`src/serial_frame_pkg.sv`:
```
// constants and types for the asynchronous serial frame unit
package serial_frame_pkg;
  localparam int unsigned OVERSAMPLE    = 16;
  localparam logic [3:0]  OS_LAST       = 4'hf;
  localparam logic [3:0]  OS_HALF       = 4'h7;
  localparam logic [3:0]  OS_CLK_RISE   = 4'h8;
  localparam logic [15:0] BAUD_DIV_RST  = 16'h0043;
  localparam logic [7:0]  DATA_RST      = 8'h00;
  localparam logic [2:0]  LAST_BIT_IDX  = 3'h7;
  localparam logic [1:0]  CKE_INT       = 2'h0;
  localparam logic [1:0]  CKE_INT_OUT   = 2'h1;

  typedef enum logic [2:0] {
    ST_IDLE,
    ST_START,
    ST_DATA,
    ST_PARITY,
    ST_STOP
  } frame_state_t;
endpackage

```
`src/serial_rx_path.sv`:
```
// receive side: start detect, centre sampling, double buffer
`timescale 1ns/1ns
`default_nettype none
module serial_rx_path
  import serial_frame_pkg::*;
(
  input  wire logic       i_clk,
  input  wire logic       i_rst,
  input  wire logic       i_tick,
  input  wire logic       i_rxd,
  input  wire logic       i_parity_en,
  input  wire logic       i_parity_odd,
  input  wire logic       i_read,
  output logic [7:0]      o_data,
  output logic            o_full,
  output logic            o_overrun,
  output logic            o_frame_err,
  output logic            o_parity_err
);
  frame_state_t state_q;
  logic [3:0]   os_q;
  logic [2:0]   bit_q;
  logic [7:0]   shift_q;
  logic         par_q;
  logic         prev_q;
  wire          fall    = prev_q & ~i_rxd;
  wire          centre  = i_tick & (os_q == OS_HALF);
  wire          done    = centre & (state_q == ST_STOP);
  wire          par_bad = i_parity_en & (par_q ^ i_parity_odd);

  always_ff @(posedge i_clk)
    if (i_rst) prev_q <= 1'b1;
    else if (i_tick) prev_q <= i_rxd;

  always_ff @(posedge i_clk)
  begin
    if (i_rst)
    begin
      state_q <= ST_IDLE;
      os_q    <= 4'h0;
      bit_q   <= 3'h0;
      shift_q <= DATA_RST;
      par_q   <= 1'b0;
    end
    else if (i_tick)
    begin
      os_q <= os_q + 4'h1;
      case (state_q)
        ST_IDLE:
          if (fall)
          begin
            state_q <= ST_START;
            os_q    <= 4'h1;
          end
        ST_START:
          if (centre)
          begin
            os_q    <= 4'h8;
            state_q <= i_rxd ? ST_IDLE : ST_DATA;
            bit_q   <= 3'h0;
            par_q   <= 1'b0;
          end
        ST_DATA:
          if (centre)
          begin
            shift_q <= {i_rxd, shift_q[7:1]};
            par_q   <= par_q ^ i_rxd;
            bit_q   <= bit_q + 3'h1;
            if (bit_q == LAST_BIT_IDX)
              state_q <= i_parity_en ? ST_PARITY : ST_STOP;
          end
        ST_PARITY:
          if (centre)
          begin
            par_q   <= par_q ^ i_rxd;
            state_q <= ST_STOP;
          end
        ST_STOP:
          if (centre) state_q <= ST_IDLE;
        default: state_q <= ST_IDLE;
      endcase
    end
  end

  // holding register; new frame wins over read
  always_ff @(posedge i_clk)
  begin
    if (i_rst)
    begin
      o_data       <= DATA_RST;
      o_full       <= 1'b0;
      o_overrun    <= 1'b0;
      o_frame_err  <= 1'b0;
      o_parity_err <= 1'b0;
    end
    else if (done)
    begin
      o_full       <= 1'b1;
      o_overrun    <= o_full & ~i_read;
      o_data       <= shift_q;
      o_frame_err  <= ~i_rxd;
      o_parity_err <= par_bad;
    end
    else if (i_read)
    begin
      o_full    <= 1'b0;
      o_overrun <= 1'b0;
    end
  end
endmodule
`default_nettype wire

```
`src/async_serial_frame_clock.sv`:
```
// asynchronous serial frame unit: clocking, transmitter, receiver
// Overview of operation
// - frame is low start bit, lsb-first data, optional parity, high stops.
// - transmitter and receiver run independently for full duplex.
// - both directions hold a second word so frames can run back to back.
// - mode bit and the high clock enable bit pick internal or external clock.
// - on internal clock the unit may drive a bit-rate clock out on the pin.
// - that output clock rises at the middle of each transmitted bit.
`timescale 1ns/1ns
`default_nettype none
module async_serial_frame_clock
  import serial_frame_pkg::*;
(
  input  wire logic        i_clk,
  input  wire logic        i_rst,
  input  wire logic        i_comm_mode,
  input  wire logic        i_clock_enable_low,
  input  wire logic        i_clock_enable_high,
  input  wire logic [15:0] i_baud_div,
  input  wire logic        i_parity_en,
  input  wire logic        i_parity_odd,
  input  wire logic        i_two_stop,
  input  wire logic        i_tx_write,
  input  wire logic [7:0]  i_tx_data,
  input  wire logic        i_rx_read,
  input  wire logic        i_sck_in,
  input  wire logic        i_rxd,
  output logic             o_txd,
  output logic             o_sck_out,
  output logic             o_sck_oe,
  output logic             o_tx_empty,
  output logic             o_tx_end,
  output logic [7:0]       o_rx_data,
  output logic             o_rx_full,
  output logic             o_rx_overrun,
  output logic             o_rx_frame_err,
  output logic             o_rx_parity_err
);
  logic [15:0]  baud_cnt_q;
  logic         sck_prev_q;
  frame_state_t tx_state_q;
  logic [3:0]   tx_os_q;
  logic [2:0]   tx_bit_q;
  logic [7:0]   tx_shift_q;
  logic [7:0]   tx_hold_q;
  logic         tx_par_q;
  logic         tx_stop2_q;

  // clock source selection
  wire [1:0] cke      = {i_clock_enable_high, i_clock_enable_low};
  wire       ext_clk  = ~i_comm_mode & cke[1];
  wire       int_tick = (baud_cnt_q == 16'h0000);
  // external 16x clock, one tick per rising edge
  wire       ext_tick = i_sck_in & ~sck_prev_q;
  wire       tick     = ext_clk ? ext_tick : int_tick;
  wire       clk_out  = ~i_comm_mode & (cke == CKE_INT_OUT);
  wire       tx_end_os = tick & (tx_os_q == OS_LAST);
  wire       tx_busy  = (tx_state_q != ST_IDLE);
  // last stop bit over, unless a second one follows
  wire       tx_stop_end = tx_end_os & (tx_state_q == ST_STOP) & ~tx_stop2_q;
  // holding word moves to the shifter
  wire       tx_load  = ~o_tx_empty & ((tick & ~tx_busy) | tx_stop_end);
  // clock falls with each new bit, rises at its middle
  wire       sck_fall = tx_load | (tx_end_os & ~tx_stop_end);
  wire       sck_rise = tick & tx_busy & (tx_os_q == OS_HALF);

  always_ff @(posedge i_clk)
    if (i_rst) baud_cnt_q <= BAUD_DIV_RST;
    else if (int_tick) baud_cnt_q <= i_baud_div;
    else baud_cnt_q <= baud_cnt_q - 16'h0001;

  always_ff @(posedge i_clk)
    if (i_rst) sck_prev_q <= 1'b0;
    else sck_prev_q <= i_sck_in;

  // bit-rate clock out, low first half, rising mid-bit
  always_ff @(posedge i_clk)
  begin
    if (i_rst)
    begin
      o_sck_oe  <= 1'b0;
      o_sck_out <= 1'b1;
    end
    else
    begin
      o_sck_oe  <= clk_out;
      if (sck_fall) o_sck_out <= 1'b0;
      else if (sck_rise) o_sck_out <= 1'b1;
    end
  end

  // transmit holding register
  always_ff @(posedge i_clk)
  begin
    if (i_rst)
    begin
      tx_hold_q  <= DATA_RST;
      o_tx_empty <= 1'b1;
    end
    else if (i_tx_write)
    begin
      tx_hold_q  <= i_tx_data;
      o_tx_empty <= 1'b0;
    end
    else if (tx_load)
      o_tx_empty <= 1'b1;
  end

  // transmitter, independent of receiver
  always_ff @(posedge i_clk)
  begin
    if (i_rst)
    begin
      tx_state_q <= ST_IDLE;
      tx_os_q    <= 4'h0;
      tx_bit_q   <= 3'h0;
      tx_shift_q <= DATA_RST;
      tx_par_q   <= 1'b0;
      tx_stop2_q <= 1'b0;
      o_txd      <= 1'b1;
      o_tx_end   <= 1'b1;
    end
    else if (tick)
    begin
      if (tx_busy) tx_os_q <= tx_os_q + 4'h1;
      case (tx_state_q)
        ST_IDLE:
          if (~o_tx_empty)
          begin
            tx_shift_q <= tx_hold_q;
            tx_par_q   <= i_parity_odd;
            tx_os_q    <= 4'h0;
            tx_state_q <= ST_START;
            o_txd      <= 1'b0;
            o_tx_end   <= 1'b0;
          end
        ST_START:
          if (tx_end_os)
          begin
            tx_state_q <= ST_DATA;
            tx_bit_q   <= 3'h0;
            o_txd      <= tx_shift_q[0];
          end
        ST_DATA:
          if (tx_end_os)
          begin
            tx_par_q   <= tx_par_q ^ tx_shift_q[0];
            tx_shift_q <= {1'b1, tx_shift_q[7:1]};
            tx_bit_q   <= tx_bit_q + 3'h1;
            o_txd      <= tx_shift_q[1];
            if (tx_bit_q == LAST_BIT_IDX)
            begin
              tx_state_q <= i_parity_en ? ST_PARITY : ST_STOP;
              o_txd      <= i_parity_en ? (tx_par_q ^ tx_shift_q[0]) : 1'b1;
              tx_stop2_q <= i_two_stop;
            end
          end
        ST_PARITY:
          if (tx_end_os)
          begin
            tx_state_q <= ST_STOP;
            o_txd      <= 1'b1;
          end
        ST_STOP:
          if (tx_end_os)
          begin
            if (tx_stop2_q) tx_stop2_q <= 1'b0;
            else if (~o_tx_empty) // back to back
            begin
              tx_shift_q <= tx_hold_q;
              tx_par_q   <= i_parity_odd;
              tx_state_q <= ST_START;
              o_txd      <= 1'b0;
            end
            else
            begin
              tx_state_q <= ST_IDLE;
              o_tx_end   <= 1'b1;
            end
          end
        default: tx_state_q <= ST_IDLE;
      endcase
    end
  end

  // receiver on the same 16x tick
  serial_rx_path u_rx (
    .i_clk        (i_clk),
    .i_rst        (i_rst),
    .i_tick       (tick),
    .i_rxd        (i_rxd),
    .i_parity_en  (i_parity_en),
    .i_parity_odd (i_parity_odd),
    .i_read       (i_rx_read),
    .o_data       (o_rx_data),
    .o_full       (o_rx_full),
    .o_overrun    (o_rx_overrun),
    .o_frame_err  (o_rx_frame_err),
    .o_parity_err (o_rx_parity_err)
  );
endmodule
`default_nettype wire

```
`config.mk`:
```
export PLATFORM = sky130hd
export DESIGN_NAME = async_serial_frame_clock
export DESIGN_NICKNAME = d
export VERILOG_FILES = /design/src/serial_frame_pkg.sv /design/src/serial_rx_path.sv /design/src/async_serial_frame_clock.sv
export SDC_FILE = /design/constraint.sdc
export NUM_CORES = 1
export LEC_CHECK = 0
export BUFFER_PORTS_ARGS = -buffer_cell sky130_fd_sc_hd__buf_2
export CAP_MARGIN = 0
export CORE_MARGIN = 2
export CORE_UTILIZATION = 55
export DETAILED_ROUTE_END_ITERATION = 7
export PLACE_DENSITY = 0.77
export SLEW_MARGIN = 5
export SYNTH_ARGS = -nofsm -noshare
export SYNTH_HDL_FRONTEND = slang
export SYNTH_SLANG_ARGS = --single-unit
export TNS_END_PERCENT = 10
```
`constraint.sdc`:
```
create_clock -name i_clk -period 6.7 [get_ports i_clk]
set_input_delay 1.005 -clock i_clk [delete_from_list [all_inputs] [get_ports i_clk]]
set_output_delay 1.005 -clock i_clk [all_outputs]
set_load 0.01 [all_outputs]
```
==> impl_metrics.env <==
export IMPL_post_cts_resized=0
export IMPL_nNetsFinal=532
export IMPL_ant_nets=0
export IMPL_vias_per_cell=5.61
export IMPL_clock_sinks=82
export IMPL_layout_min_cycle_time_ps=2760
export IMPL_status="complete, no violations"
export IMPL_die_area_um2=7800
export IMPL_routed_wl_mm=7.99
export IMPL_critPathMaxFanout=19
export IMPL_gr_usage_all_layers=0.212
export IMPL_antenna_found_initial=0
export IMPL_r2r_slack_ps=4040
export IMPL_yosys_warnings=0
export IMPL_worstHoldStart="u_rx.shift_q[2]"
export IMPL_drive_gt1_frac=0.178
export IMPL_synth_area_leader_cell="dfxtp_1"
export IMPL_cts_tree="built"
export IMPL_fill_cells=607
export IMPL_ys_seq_elements=82
export IMPL_fmax_mhz=363
export IMPL_hold_viol_final=0
export IMPL_fin_skew_ps=11.6
export IMPL_drt_iter0_markers=207
export IMPL_numCtsBuffers=9
export IMPL_ctsRootBufferMaster="clkbuf_8"
export IMPL_reg2reg_depth=7
export IMPL_path_class="in -> reg"
export IMPL_ios=53
export IMPL_whs_endpoint="u_rx.shift_q[1]"
export IMPL_fin_crit_sh=0.411
export IMPL_port_buffers=52
export IMPL_post_dp_cell_area_um2=4170
export IMPL_required_ps=6910
export IMPL_yosysTopAreaCellShare=0.420
export IMPL_peakVddDrop_mv=0.153
export IMPL_final_cell_area_um2=4400
export IMPL_regToRegEndpoint="u_rx.o_overrun"
export IMPL_p_leak_nw=1.72
export IMPL_overflow=0
export IMPL_syn_inst=453
export IMPL_synth_area_leaders="dfxtp_1 42%, mux2i_1 6.9%, nor2_1 6.7%, nand2_1 4.1%, a21oi_1 4.0%"
export IMPL_tns_ps=0
export IMPL_area_delta_synth_final_pct=12.5
export IMPL_powerDensity_nw_per_um2=225
export IMPL_arrival_ps=2970
export IMPL_rsz0062_at_grt="false"
export IMPL_start_util=0.573
export IMPL_crit_path_start_kind="input pin"
export IMPL_synth_most_common_cell="dfxtp_1"
export IMPL_path_clk_slew_ps=90
export IMPL_h_tree_depth=3
export IMPL_worst_pin_slew_ps=787
export IMPL_cts_hold_buf=0
export IMPL_grt_pass1_vias=3075
export IMPL_setup_violations=0
export IMPL_antenna_cells=0
export IMPL_drv_slew=0
export IMPL_max_cap_viol_count=0
export IMPL_syn_area_um2=3910
export IMPL_path_cells="buf_2 -> nor2b_1 -> nand3b_1 -> o31a_1 -> buf_4 -> nor3_4 -> mux2i_1 -> nor3_1"
export IMPL_reg2reg_from="baud_cnt_q[3]"
export IMPL_syn_nets=497
export IMPL_slowest_delay_ps=690
export IMPL_wl_per_cell_um=13.6
export IMPL_vias=3304
export IMPL_async_reset_ff_frac=0
export IMPL_synth_common_cells="82 x dfxtp_1, 70 x nor2_1, 43 x nand2_1"
export IMPL_synth_edf_count=0
export IMPL_grt_pass1_wl_mm=13.4
export IMPL_die_h_um=88.3
export IMPL_die_w_um=88.3
export IMPL_yosysUniqueCellTypes=58
export IMPL_whs_path_depth=2
export IMPL_slowest_stage="nor3_4"
export IMPL_dp_cells=573
export IMPL_cts_setup_buffers=0
export IMPL_hold_ws_ps=472
export IMPL_ys_seq_area_frac=0.420
export IMPL_hold_class="reg -> reg"
export IMPL_gp_congestion=0.810
export IMPL_dr_pass1_iters=5
export IMPL_final_cells=589
export IMPL_coreArea_um2=6830
export IMPL_relSlewSlack=0.470
export IMPL_clk_latency_ps=350
export IMPL_max_clock_path_buffers=2
export IMPL_worstSetupEndpointType="flip-flop"
export IMPL_drc=0
export IMPL_fp_row_count=30
export IMPL_synth_area_per_cell_um2=8.63
export IMPL_hpwl_mm=5.34
export IMPL_synth_ff_type="dfxtp_1"
export IMPL_grt_max_degree=78
cells by family after synthesis:
group,after synthesis,share of synthesized area
flip-flops,82,0.420
AO/OA/AOI/OAI,96,0.166
adder cells (fa/ha/maj),8,0.0256
XOR/XNOR,13,0.0291
multiplexers,29,0.0749
AND/OR/NAND/NOR,188,0.243
buffers and inverters,37,0.0416
routing by layer:
layer / global-route usage / part of all wire / up-vias / wire length [µm]
li1: - / - / 1677 / -
met1: 0.267 / 0.46 / 1553 / 3670
met2: 0.371 / 0.50 / 62 / 3980
met3: 0.0354 / 0.028 / 12 / 226
met4: 0.0689 / 0.014 / 0 / 114
met5: 0 / 0 / - / 0
final cells by class:
| cell class | count | area [µm²] | share of cell area |
|---|---|---|---|
| Clock inverter | 7 | 108 | 0.0244 |
| Sequential cell | 82 | 1640 | 0.373 |
| Multi-Input combinational cell | 334 | 2110 | 0.479 |
| Tap cell | 96 | 120 | 0.0273 |
| Clock buffer | 9 | 124 | 0.0281 |
| Timing Repair Buffer | 54 | 275 | 0.0625 |
| Inverter | 7 | 26.3 | 0.00597 |
flip-flops by register name, summed over array words and instances (netlist names), 3 cells and up:
signal,cells
baud_cnt_q,16
u_rx.o_data,8
tx_state_q,3
tx_bit_q,3
u_rx.os_q,4
tx_shift_q,8
tx_hold_q,8
u_rx.bit_q,3
u_rx.shift_q,8
tx_os_q,4
u_rx.state_q,3
per-stage QoR:
step	utilization	setup WS, ps	power (mW)
floorplan	-	4140	0.570
global placement	0.610	3650	0.591
detailed placement	0.610	3560	0.594
CTS	0.644	3950	0.998
global route	0.644	3800	1.03
finish	0.644	3940	0.991
placed cells by master (no fill, tap or decap), drive strengths merged, types with 3 or more instances in the layout:
| cell | synthesis | final |
|---|---|---|
| a211oi | 20 | 20 |
| a21oi | 32 | 32 |
| a31oi | 4 | 4 |
| buf | 7 | 54 |
| clkbuf | 23 | 9 |
| dfxtp | 82 | 82 |
| ha | 8 | 8 |
| inv | 7 | 10 |
| mux2i | 27 | 27 |
| nand2 | 44 | 44 |
| nand2b | 3 | 3 |
| nand3 | 18 | 18 |
| nand3b | 3 | 3 |
| nand4 | 3 | 3 |
| nor2 | 71 | 71 |
| nor2b | 7 | 7 |
| nor3 | 11 | 11 |
| nor4 | 10 | 10 |
| nor4b | 6 | 6 |
| o211ai | 3 | 3 |
| o21ai | 15 | 15 |
| o31ai | 5 | 5 |
| or3 | 3 | 3 |
| xnor2 | 7 | 7 |
| xor2 | 6 | 6 |
worst max-delay path, delay by kind of cell:
kind / cells / cell delay [ps]
muxes: 1 / 270
buffers and inverters: 2 / 290
AOI/OAI and AO/OA: 1 / 140
and+or+nand+nor: 4 / 1230
worst max-delay path by stage:
stage | cells after the start | endpoint | from
detailed placement | 8 | u_rx.o_overrun | i_clock_enable_high
global placement | 8 | u_rx.o_overrun | i_comm_mode
finish | 8 | u_rx.o_overrun | i_clock_enable_high
global route | 8 | u_rx.o_data[1] | i_clock_enable_high
CTS | 8 | u_rx.o_overrun | i_clock_enable_high
floorplan | 8 | u_rx.o_data[2] | i_clock_enable_high
report_power, final:
part           internal [mW]  switching (mW)
Clock                  0.217           0.191
Sequential             0.498          0.0107
Combinational         0.0321          0.0428
Note: power is estimated with default switching activity, not from simulation.
